[src/core/hub_recovery_pkg.sv]
//
// Function
// sample the address pin within the sense time; set identifier and mode
// enable the I2C interface only after the init interval has elapsed
// software protects each of 16 blocks of 64 bytes individually
// protection bypass works only in offline mode, blocked in application
// forward host bus traffic onto the local bus for targets behind the hub
// bus clear recovery is honoured only in I2C mode
// host never attempts bus clear on a target in I3C mode
// host clears with 18 clock pulses, data undriven, then a STOP
// release data within 18 pulses, go idle, accept a new START
// bus reset whenever host clock stays low for the maximum timeout
// no bus reset for clock low shorter than the minimum timeout
// bus reset acts the same in both modes; hub and local targets together
// bus reset discards interface state and pending commands
// bus reset keeps registers except listed fields; back to I2C mode
// bus reset clears status field to 000, control bit 0, field 00
// bus reset does not resample the address pin; identifier kept
// bus reset floats host data and drives local data high
// bus reset counts as a STOP condition
// local data pullup: on-die when config bit is 0, board when 1
// push-pull drive only in I3C mode, open drain otherwise; code drives local data high in either mode on bus reset
// accepting the enter-I3C command sets the I3C status bit
// bus address is a four-bit type prefix then the three identifier bits
// host clock low time counted on the core clock, restarted on rise
// interface held in reset until power-on reset and init interval end
package hub_recovery_pkg;

  // ----------------------------------------------------------------------
  // timing
  // ----------------------------------------------------------------------
  localparam int CLK_KHZ        = 20000;
  localparam int PIN_SENSE_US   = 5000;
  localparam int INIT_US        = 10000;
  localparam int TIMEOUT_MIN_US = 10000;
  localparam int TIMEOUT_MAX_US = 50000;
  // longest times and the init time round down, the least timeout rounds up
  localparam int SENSE_CYC   = PIN_SENSE_US * CLK_KHZ / 1000;
  localparam int INIT_CYC    = INIT_US * CLK_KHZ / 1000;
  localparam int TIMEOUT_CYC = (TIMEOUT_MIN_US * CLK_KHZ + 999) / 1000;
  localparam int CNT_W       = 24;

  // ----------------------------------------------------------------------
  // bus clear and bus reset
  // ----------------------------------------------------------------------
  localparam int         CLEAR_PULSES  = 18;
  localparam logic [4:0] CLEAR_RELEASE = 5'h11;
  localparam logic [2:0] PULL_HIGH_CYC = 3'h4;

  // ----------------------------------------------------------------------
  // fields, reset values
  // ----------------------------------------------------------------------
  localparam int          NUM_BLOCKS     = 16;
  localparam int          BLOCK_BYTES    = 64;
  localparam int          STATUS_I3C_BIT = 0;
  localparam logic [2:0]  STATUS_RST     = 3'h0;
  localparam logic        IRQ_BIT_RST    = 1'h0;
  localparam logic [1:0]  ERR_CTL_RST    = 2'h0;
  localparam logic [15:0] PROT_RST       = 16'h0000;
  localparam logic [2:0]  HOST_ID_RST    = 3'h0;

  typedef enum logic [1:0] {
    PWR_POR   = 2'b00,
    PWR_SENSE = 2'b01,
    PWR_INIT  = 2'b11,
    PWR_READY = 2'b10
  } pwr_state_t;

endpackage

[src/core/low_time_counter.sv]
`timescale 1ns/1ns
`default_nettype none
module low_time_counter #(
  parameter int LIMIT = hub_recovery_pkg::TIMEOUT_CYC
) (
  // clock and reset
  input  wire logic clk,
  input  wire logic arst_n,
  // watched line
  input  wire logic lineLow,
  input  wire logic armed,
  // one pulse per over-long low period
  output logic      expired
);

  typedef struct packed {
    logic [hub_recovery_pkg::CNT_W-1:0] cnt;
    logic                               fired;
    logic                               pulse;
  } tmo_state_t;

  localparam logic [hub_recovery_pkg::CNT_W-1:0] LAST =
    hub_recovery_pkg::CNT_W'(LIMIT - 1);

  tmo_state_t st_r;
  tmo_state_t st_nxt;

  // low time counter, restarted whenever the line goes high
  always_comb begin
    st_nxt       = st_r;
    st_nxt.pulse = 1'b0;
    if (!lineLow || !armed) begin
      st_nxt.cnt   = '0;
      st_nxt.fired = 1'b0;
    end else if (!st_r.fired) begin
      if (st_r.cnt == LAST) begin
        st_nxt.fired = 1'b1;
        st_nxt.pulse = 1'b1;
      end else begin
        st_nxt.cnt = st_r.cnt + 1'b1;
      end
    end
  end

  // state register
  always_ff @(posedge clk or negedge arst_n) begin
    if (!arst_n) begin
      st_r <= '0;
    end else begin
      st_r <= st_nxt;
    end
  end

  assign expired = st_r.pulse;

endmodule
`default_nettype wire

[src/core/hub_power_up_bus_recovery.sv]
`timescale 1ns/1ns
`default_nettype none
module hub_power_up_bus_recovery #(
  parameter int        SENSE_CYC   = hub_recovery_pkg::SENSE_CYC,
  parameter int        INIT_CYC    = hub_recovery_pkg::INIT_CYC,
  parameter int        TIMEOUT_CYC = hub_recovery_pkg::TIMEOUT_CYC,
  // device type prefix; value is arbitrary
  parameter logic[3:0] DEV_TYPE_ID = 4'h5
) (
  // clock and reset
  input  wire logic        clk,
  input  wire logic        arst_n,
  // address select pin, as sensed
  input  wire logic [2:0]  addrSelectPin,
  input  wire logic        addrSelectGnd,
  // host bus pins
  input  wire logic        hostClockIn,
  input  wire logic        hostDataIn,
  output logic             hostDataOut,
  output logic             hostDataOe_n,
  // local bus pins
  output logic             localClockOut,
  input  wire logic        localDataIn,
  output logic             localDataOut,
  output logic             localDataOe_n,
  output logic             localPullupEn,
  // protocol engine side
  input  wire logic        coreHostDrive,
  input  wire logic        coreHostData,
  input  wire logic        fwdActive,
  input  wire logic        fwdToLocal,
  input  wire logic        enterI3cCmd,
  output logic             ifaceReset,
  output logic             busIdle,
  output logic             stopEvent,
  output logic             busResetEvent,
  // identity
  output logic [6:0]       hubAddress,
  output logic [2:0]       hostIdentifier,
  output logic             offlineMode,
  output logic             ready,
  // configuration and status fields
  input  wire logic        statusWr,
  input  wire logic [2:0]  statusWrData,
  input  wire logic        irqCfgWr,
  input  wire logic        irqCfgWrData,
  input  wire logic        errCtlWr,
  input  wire logic [1:0]  errCtlWrData,
  input  wire logic        localPullupExt,
  output logic [2:0]       deviceStatus,
  output logic             irqConfigBit,
  output logic [1:0]       errorControl,
  output logic             i3cMode,
  output logic             pushPullEn,
  // block write protection
  input  wire logic        protWr,
  input  wire logic [3:0]  protBlock,
  input  wire logic        protSet,
  input  wire logic        protBypass,
  input  wire logic        memWrReq,
  input  wire logic [3:0]  memWrBlock,
  output logic             memWrGrant,
  output logic [15:0]      blockProtect
);

  // ----------------------------------------------------------------------
  // state
  // ----------------------------------------------------------------------
  localparam int CW = hub_recovery_pkg::CNT_W;
  localparam logic [CW-1:0] SENSE_LAST = CW'(SENSE_CYC - 1);
  localparam logic [CW-1:0] INIT_LAST  = CW'(INIT_CYC - 1);

  typedef struct packed {
    hub_recovery_pkg::pwr_state_t pwr;
    logic [CW-1:0] cnt;
    logic [2:0]    hostId;
    logic          offline;
    logic [2:0]    status;
    logic          irqBit;
    logic [1:0]    err;
    logic [15:0]   prot;
    logic          clkPrev;
    logic          datPrev;
    logic [4:0]    clrCnt;
    logic          clrHold;
    logic          idle;
    logic          busRst;
    logic          stop;
    logic [2:0]    pullHigh;
    logic          hostOut;
    logic          hostOe_n;
    logic          locOut;
    logic          locOe_n;
    logic          locClk;
  } hub_state_t;

  localparam hub_state_t RST = '{
    pwr:      hub_recovery_pkg::PWR_POR,
    cnt:      '0,
    hostId:   hub_recovery_pkg::HOST_ID_RST,
    offline:  1'b0,
    status:   hub_recovery_pkg::STATUS_RST,
    irqBit:   hub_recovery_pkg::IRQ_BIT_RST,
    err:      hub_recovery_pkg::ERR_CTL_RST,
    prot:     hub_recovery_pkg::PROT_RST,
    clkPrev:  1'b1,
    datPrev:  1'b1,
    clrCnt:   5'h00,
    clrHold:  1'b0,
    idle:     1'b1,
    busRst:   1'b0,
    stop:     1'b0,
    pullHigh: 3'h0,
    hostOut:  1'b0,
    hostOe_n: 1'b1,
    locOut:   1'b0,
    locOe_n:  1'b1,
    locClk:   1'b1
  };

  hub_state_t s_r;
  hub_state_t s_nxt;
  logic       timeoutHit;
  logic       isReady;
  logic       inI3c;
  logic       startDet;
  logic       stopDet;
  logic       clkRise;
  logic       coreHoldsLow;

  // ----------------------------------------------------------------------
  // host clock low timeout
  // ----------------------------------------------------------------------
  low_time_counter #(
    .LIMIT   (TIMEOUT_CYC)
  ) u_timeout (
    .clk     (clk),
    .arst_n  (arst_n),
    .lineLow (~hostClockIn),
    .armed   (isReady),
    .expired (timeoutHit)
  );

  // ----------------------------------------------------------------------
  // bus condition decode
  // ----------------------------------------------------------------------
  assign isReady      = (s_r.pwr == hub_recovery_pkg::PWR_READY);
  assign inI3c        = s_r.status[hub_recovery_pkg::STATUS_I3C_BIT];
  assign clkRise      = hostClockIn && !s_r.clkPrev;
  assign startDet     = hostClockIn && s_r.clkPrev &&
                        s_r.datPrev && !hostDataIn;
  assign stopDet      = hostClockIn && s_r.clkPrev &&
                        !s_r.datPrev && hostDataIn;
  assign coreHoldsLow = coreHostDrive && !coreHostData;

  // ----------------------------------------------------------------------
  // next state
  // ----------------------------------------------------------------------
  always_comb begin
    s_nxt         = s_r;
    s_nxt.clkPrev = hostClockIn;
    s_nxt.datPrev = hostDataIn;
    s_nxt.busRst  = 1'b0;
    s_nxt.stop    = 1'b0;

    // power-up sequence
    unique case (s_r.pwr)
      hub_recovery_pkg::PWR_POR: begin
        s_nxt.pwr = hub_recovery_pkg::PWR_SENSE;
        s_nxt.cnt = '0;
      end
      hub_recovery_pkg::PWR_SENSE: begin
        s_nxt.cnt = s_r.cnt + 1'b1;
        if (s_r.cnt >= SENSE_LAST) begin
          s_nxt.hostId  = addrSelectGnd ? 3'h0 : addrSelectPin;
          s_nxt.offline = addrSelectGnd;
          s_nxt.pwr     = hub_recovery_pkg::PWR_INIT;
        end
      end
      hub_recovery_pkg::PWR_INIT: begin
        s_nxt.cnt = s_r.cnt + 1'b1;
        if (s_r.cnt >= INIT_LAST) begin
          s_nxt.pwr = hub_recovery_pkg::PWR_READY;
        end
      end
      hub_recovery_pkg::PWR_READY: begin
        s_nxt.cnt = s_r.cnt;
      end
    endcase

    // field writes from software, hardware set applied after
    if (isReady && statusWr) begin
      s_nxt.status = statusWrData;
    end
    if (isReady && irqCfgWr) begin
      s_nxt.irqBit = irqCfgWrData;
    end
    if (isReady && errCtlWr) begin
      s_nxt.err = errCtlWrData;
    end
    if (isReady && enterI3cCmd) begin
      s_nxt.status[hub_recovery_pkg::STATUS_I3C_BIT] = 1'b1;
    end

    // per-block write protection
    if (isReady && protWr) begin
      s_nxt.prot[protBlock] = protSet;
    end

    // bus clear: count pulses while this end holds data low in I2C mode
    if (!isReady || inI3c || !coreHoldsLow || s_r.clrHold) begin
      s_nxt.clrCnt = 5'h00;
    end else if (clkRise) begin
      s_nxt.clrCnt = s_r.clrCnt + 5'h01;
      if (s_r.clrCnt + 5'h01 >= hub_recovery_pkg::CLEAR_RELEASE) begin
        s_nxt.clrHold = 1'b1;
        s_nxt.idle    = 1'b1;
      end
    end

    // start leaves idle, stop returns to it
    if (isReady && startDet) begin
      s_nxt.idle    = 1'b0;
      s_nxt.clrHold = 1'b0;
    end
    if (isReady && stopDet) begin
      s_nxt.idle    = 1'b1;
      s_nxt.clrHold = 1'b0;
      s_nxt.stop    = 1'b1;
    end

    // local pull-high stretch after bus reset
    if (s_r.pullHigh != 3'h0) begin
      s_nxt.pullHigh = s_r.pullHigh - 3'h1;
    end

    // bus reset overrides everything pending
    if (timeoutHit) begin
      s_nxt.busRst   = 1'b1;
      s_nxt.stop     = 1'b1;
      s_nxt.idle     = 1'b1;
      s_nxt.clrHold  = 1'b0;
      s_nxt.clrCnt   = 5'h00;
      s_nxt.status   = hub_recovery_pkg::STATUS_RST;
      s_nxt.irqBit   = hub_recovery_pkg::IRQ_BIT_RST;
      s_nxt.err      = hub_recovery_pkg::ERR_CTL_RST;
      s_nxt.pullHigh = hub_recovery_pkg::PULL_HIGH_CYC;
      s_nxt.hostId   = s_r.hostId;
      s_nxt.prot     = s_r.prot;
    end

    // host data pin
    s_nxt.hostOut  = 1'b0;
    s_nxt.hostOe_n = 1'b1;
    if (!isReady || s_r.clrHold || timeoutHit || s_r.busRst) begin
      s_nxt.hostOe_n = 1'b1;
    end else if (inI3c && coreHostDrive) begin
      s_nxt.hostOut  = coreHostData;
      s_nxt.hostOe_n = 1'b0;
    end else if (coreHoldsLow ||
                 (fwdActive && !fwdToLocal && !localDataIn)) begin
      s_nxt.hostOe_n = 1'b0;
    end

    // local data pin
    s_nxt.locOut  = 1'b0;
    s_nxt.locOe_n = 1'b1;
    if (timeoutHit || s_r.pullHigh != 3'h0) begin
      s_nxt.locOut  = 1'b1;
      s_nxt.locOe_n = 1'b0;
    end else if (isReady && !s_r.clrHold && fwdActive && fwdToLocal) begin
      if (inI3c) begin
        s_nxt.locOut  = hostDataIn;
        s_nxt.locOe_n = 1'b0;
      end else begin
        s_nxt.locOe_n = hostDataIn;
      end
    end

    // local clock follows host clock while forwarding
    s_nxt.locClk = (isReady && fwdActive && !timeoutHit) ?
                   hostClockIn : 1'b1;
  end

  // ----------------------------------------------------------------------
  // state register
  // ----------------------------------------------------------------------
  always_ff @(posedge clk or negedge arst_n) begin
    if (!arst_n) begin
      s_r <= RST;
    end else begin
      s_r <= s_nxt;
    end
  end

  // ----------------------------------------------------------------------
  // outputs
  // ----------------------------------------------------------------------
  // interface held while powering up, clearing or resetting
  assign ifaceReset    = !isReady || s_r.busRst || s_r.clrHold;
  assign ready         = isReady;
  assign busIdle       = s_r.idle;
  assign stopEvent     = s_r.stop;
  assign busResetEvent = s_r.busRst;

  // pins
  assign hostDataOut   = s_r.hostOut;
  assign hostDataOe_n  = s_r.hostOe_n;
  assign localDataOut  = s_r.locOut;
  assign localDataOe_n = s_r.locOe_n;
  assign localClockOut = s_r.locClk;
  assign localPullupEn = !localPullupExt;

  // identity
  assign hostIdentifier = s_r.hostId;
  assign hubAddress     = {DEV_TYPE_ID, s_r.hostId};
  assign offlineMode    = s_r.offline;

  // fields
  assign deviceStatus = s_r.status;
  assign irqConfigBit = s_r.irqBit;
  assign errorControl = s_r.err;
  assign i3cMode      = inI3c;
  assign pushPullEn   = inI3c;
  assign blockProtect = s_r.prot;

  // write grant, bypass honoured only offline
  assign memWrGrant = memWrReq && isReady &&
                      (!s_r.prot[memWrBlock] ||
                       (protBypass && s_r.offline));

endmodule
`default_nettype wire

[config.mk]
export PLATFORM = sky130hd
export DESIGN_NAME = hub_power_up_bus_recovery
export DESIGN_NICKNAME = d
export VERILOG_FILES = /design/src/core/hub_recovery_pkg.sv /design/src/core/low_time_counter.sv /design/src/core/hub_power_up_bus_recovery.sv
export SDC_FILE = /design/constraint.sdc
export NUM_CORES = 1
export LEC_CHECK = 0
export ABC_CLOCK_PERIOD_IN_PS = 2450
export BUFFER_PORTS_ARGS = -buffer_cell sky130_fd_sc_hd__buf_2
export CAP_MARGIN = 20
export CORE_ASPECT_RATIO = 1.25
export CORE_MARGIN = 2
export CORE_UTILIZATION = 47
export CTS_CLUSTER_SIZE = 25
export DETAILED_ROUTE_END_ITERATION = 10
export PLACE_DENSITY = 0.71
export SKIP_LAST_GASP = 1
export SYNTH_ARGS = -nofsm -noshare
export SYNTH_HDL_FRONTEND = slang
export SYNTH_SLANG_ARGS = --single-unit
[constraint.sdc]
create_clock -name clk -period 2.45 [get_ports clk]
set_clock_uncertainty 0.2 [all_clocks]
set_input_delay 0.245 -clock clk [delete_from_list [all_inputs] [get_ports clk]]
set_output_delay 0.245 -clock clk [all_outputs]
set_load 0.02 [all_outputs]
==> Word level (Yosys, flattened, before mapping) <==
Index checks and enable logic that the tools add are counted.
{ "totals": {"ff_bits": 97, "input_bits": 36, "output_inout_bits": 47, "word_cells": 153} }
{ "classes": {"n_addsub": 4, "order_cmp": 6, "n_eq_ne": 9, "mux": 40, "bitwise_logic": 1, "n_reduce_logical": 68} }
{ "ops": {"columns": ["cell", "n"], "rows": [
  ["24-bit by 1-bit adder with 24-bit output (second input constant)", 2],
  ["24-bit one-hot mux with 2 select lines", 1],
  ["1-bit logical AND", 26],
  ["26-bit 2-to-1 mux", 1],
  ["25-bit 2-to-1 mux", 1],
  ["24-bit by 18-bit == test with 1-bit output (second input constant)", 1],
  ["24-bit by 17-bit greater-or-equal comparator with 1-bit output (second input constant)", 1],
  ["24-bit by 18-bit greater-or-equal comparator with 1-bit output (second input constant)", 1],
  ["24-bit 2-to-1 mux", 1],
  ["22-bit 2-to-1 mux", 1],
  ["2-bit 2-to-1 mux", 10],
  ["16-bit bitwise mux", 1],
  ["16-bit 2-to-1 mux", 1],
  ["1-bit 2-to-1 mux", 14],
  ["1-bit zero test", 12],
  ["1-bit logical OR", 12],
  ["12-bit 2-to-1 mux", 1],
  ["3-bit nonzero test", 4],
  ["4-bit by 5-bit < comparator with 1-bit output (second input constant)", 2],
  ["3-bit 2-to-1 mux", 3],
  ["3-bit AND reduction", 3],
  ["2-bit nonzero test", 4],
  ["4-bit nonzero test", 2],
  ["7-bit 2-to-1 mux", 1],
  ["other kinds (17)", 22]
]} }

==> Longest topological paths before layout <==
{ "logic_depth": {"ltp_word": 9, "mapped_depth": 7, "depth_no_buf": 6} }

==> By module <==
From an unflattened synthesis, not the netlist that was laid out.
{ "hier_totals": {"cells_unflattened": 530, "hier_area_um2": 5280.1} }
{ "by_module_without_submodules": {"columns": ["module", "n_inst", "cells_per_inst", "area_per_inst_um2", "seq_area_each_um2"], "rows": [
  ["hub_power_up_bus_recovery", 1, 382, 3886.2, 1784.2],
  ["low_time_counter", 1, 148, 1393.8, 650.6]
]} }

==> Least setup slack after synthesis <==
Ideal clock, no wire load.
{ "synth_timing": {"path_type": "reg-to-output", "startpoint": "register (tool-made name)", "endpoint": "output port memWrGrant", "arrival_time_ns": 1.656, "required_time_ns": 2.005, "setup_slack_ns": 0.349, "stages_incl_launch_ff": 4, "n_path_buf": 0, "path_cell_list": "dfrtp_1 mux4_2 mux4_2 a21oi_1"} }
{ "synth_rtl": {"columns": ["element", "line_no", "text"], "rows": [
  ["end: declaration", "hub_power_up_bus_recovery.sv:62", "output logic memWrGrant,"]
]} }

==> flow_metrics.env <==
export IMPL_finalCritPeriodShare=1.008
export IMPL_routabilityCongestion=0.8729
export IMPL_ys_ff_latch=97
export IMPL_r2r_start="s_r[69]$_DFFE_PN0P_"
export IMPL_clockRootBuffer="clkbuf_16"
export IMPL_grt_pass1_wl_um=20270
export IMPL_crit_top_cell="mux4_2"
export IMPL_insertion_delay_ns=0.34
export IMPL_hpwl_um=8611
export IMPL_die_w_um=98.23
export IMPL_async_reset_ff_frac=1.000
export IMPL_status="finished, violations left"
export IMPL_ys_flop_type="dfrtp_1"
export IMPL_tightest_slew_ns=0.6247
export IMPL_grt_pass1_vias=4204
export IMPL_die_area_um2=11960
export IMPL_gr_total_overflow=0
export IMPL_avgRoutedWirePerCell_um=15.96
export IMPL_min_delay_start="enterI3cCmd"
export IMPL_ios=83
export IMPL_endpoint_kind="output port"
export IMPL_cp_slowest_cell="mux4_2"
export IMPL_arrival_ns=2.03
export IMPL_clk_pin_slew_ns=0.07
export IMPL_grt_max_degree=47
export IMPL_syn_area_per_cell_um2=9.879
export IMPL_layout_cells_non_filler=748
export IMPL_max_freq_mhz=404.8
export IMPL_finalWorstSetupSlack_ns=-0.02012
export IMPL_grtUsageTotal=0.2062
export IMPL_numPortBuffers=78
export IMPL_reg2regPathDepth=6
export IMPL_min_period_ns=2.470
export IMPL_cts_sink_count=97
export IMPL_p_leak_nw=2.745
export IMPL_cts_buffers=9
export IMPL_drc=0
export IMPL_drive_gt1_frac=0.2610
export IMPL_maxCapViolCount=0
export IMPL_antenna_found_initial=0
export IMPL_seq_area_frac_synth=0.4668
export IMPL_viasPerCell=5.587
export IMPL_rsz0062_at_grt="true"
export IMPL_hold_end="deviceStatus[0]$_DFFE_PN0P_"
export IMPL_ys_warn_count=0
export IMPL_yosysUniqueCellTypes=60
export IMPL_holdPathStages=3
export IMPL_drv_slew=0
export IMPL_cts_tree="done"
export IMPL_path_class="flip-flop to output port"
export IMPL_drtIter0Drc=271
export IMPL_r2r_end="errorControl[0]$_DFFE_PN0P_"
export IMPL_critPathRequiredTime_ns=2.01
export IMPL_nets=650
export IMPL_dp_cells=711
export IMPL_core_um2=10980
export IMPL_path_cells="mux4_2 > mux4_2 > a21oi_2 > buf_6"
export IMPL_synth_edff_count=0
export IMPL_max_stage_delay_ns=0.51
export IMPL_areaGrowthSynthToFinish_pct=17.53
export IMPL_routed_wl_um=11940
export IMPL_finalHoldViolCount=0
export IMPL_start_util=0.4753
export IMPL_power_total_mw=3.173
export IMPL_crit_family="multiplexers"
export IMPL_die_height_um=121.8
export IMPL_startpoint_type="flip-flop"
export IMPL_yosys_top_cells_count="dfrtp_1 (91), nand2_1 (51), nor2_1 (43)"
export IMPL_hold_class="input pin to flip-flop"
export IMPL_report_final_setup_viol=1
export IMPL_maxSlewHeadroom=0.5835
export IMPL_fp_row_count=43
export IMPL_worst_path_buf_inv=1
export IMPL_path_max_fanout=3
export IMPL_route_vias_total=4179
export IMPL_syn_inst=528
export IMPL_firstDrtPassIters=4
export IMPL_htree_levels=3
export IMPL_yosys_top_cells_area="dfrtp_1 (44%), buf_4 (4.7%), mux2_2 (4.5%), nand2_1 (3.7%), nand3_1 (3.6%)"
export IMPL_peakVddDrop_v=0.0003139
export IMPL_netlist_area_um2=5216
export IMPL_synth_most_common_cell="dfrtp_1"
export IMPL_p_per_area_nw_per_um2=517.6
export IMPL_synth_top_area_cell="dfrtp_1"
export IMPL_ant_nets=0
export IMPL_r2r_slack_ns=0.22
export IMPL_cts_path_max_buffers=2
export IMPL_synth_top_area_share=0.4366
export IMPL_violations="negative setup slack"
export IMPL_antenna_cells=0
## power by group
part / internal, mW / switching, mW
sequential: 1.61 / 0.00465
combinational: 0.0597 / 0.0929
clock: 0.824 / 0.585
## repair_timing
action                     in CTS  in global routing
hold endpoints to repair       53                  0
pin swaps                       1                  0
hold buffers                   17                  0
buffers inserted                4                  0
setup endpoints to repair       1                  3
gates resized for setup         2                  3
## kinds of logic (layout without fill, tap and decap cells)
family | after synthesis | count (layout) | share of synthesized area
AO/OA/AOI/OAI | 78 | 78 | 0.09523
XOR/XNOR | 20 | 20 | 0.03358
adder cells (fa/ha/maj) | 6 | 6 | 0.01439
buffers and inverters | 65 | 148 | 0.07148
flip-flops | 97 | 97 | 0.4668
multiplexers | 33 | 33 | 0.08036
other | 2 | 4 | 0.001440
AND/OR/NAND/NOR | 227 | 227 | 0.2367
## layout make-up
class	count	area (µm²)
well taps	135	168.9
fillers	947	4845
inverters	16	60.06
flip-flops and latches	97	2435
clock inverters	2	38.79
multi-input cells	368	2435
repair buffers	116	739.5
clock buffers	14	254.0
## worst register-to-register path: stages, from the launching register on
cell           delay [ns]
dfrtp_1              0.50
nand2b_1             0.26
inv_1                0.10
buf_4                0.22
nand3_1              0.10
dlygate4sd3_1        0.55
a21oi_1              0.21
## cells in the final DEF, fill, tap and decap left out, drive strengths merged, types with 10 or more instances in the layout
cell type / n
a21oi: 22
xor2: 14
nand2: 52
inv: 16
nor4: 10
o31ai: 12
nor2: 43
clkbuf: 14
nand3: 39
dlygate4sd3: 17
buf: 99
mux2: 21
o21ai: 21
nand4: 17
dfrtp: 91
## metal layers
layer	routed length, µm	GRT usage	share of wire	vias to the layer above
met5	0	0	0	-
met4	227	0.07192	0.019	0
met3	399	0.03614	0.033	21
met2	6250	0.3587	0.52	70
met1	5061	0.2604	0.42	2068
li1	-	-	-	2020
## worst max path at each step
stage	from	to	slack (ns)	depth (start not counted)
2_1_floorplan	flip-flop	memWrGrant	0.35	3
4_1_cts	flip-flop	memWrGrant	-0.04	4
3_5_place_dp	s_r[69]$_DFFE_PN0P_	flip-flop	0.13	6
5_1_grt	flip-flop	memWrGrant	-0.06	4
6_report	flip-flop	memWrGrant	-0.02	4
3_3_place_gp	s_r[69]$_DFFE_PN0P_	flip-flop	0.20	6
## stage by stage
| step | area [µm²] | hold WS (ns) | util | setup slack (ns) | TNS, ns |
|---|---|---|---|---|---|
| after floorplan | 5224 | -0.2506 | - | 0.3491 | 0 |
| after global placement | 5613 | 0.09029 | 0.5114 | 0.2029 | 0 |
| after detailed placement | 5613 | 0.09946 | 0.5114 | 0.1289 | 0 |
| after CTS | 6112 | 0.005191 | 0.5569 | -0.04017 | -0.04017 |
| after global routing | 6131 | 0.04195 | 0.5586 | -0.06013 | -0.06013 |
| final | 6131 | 0.03357 | 0.5586 | -0.02012 | -0.02012 |
Power figures use the tool's default switching activity.
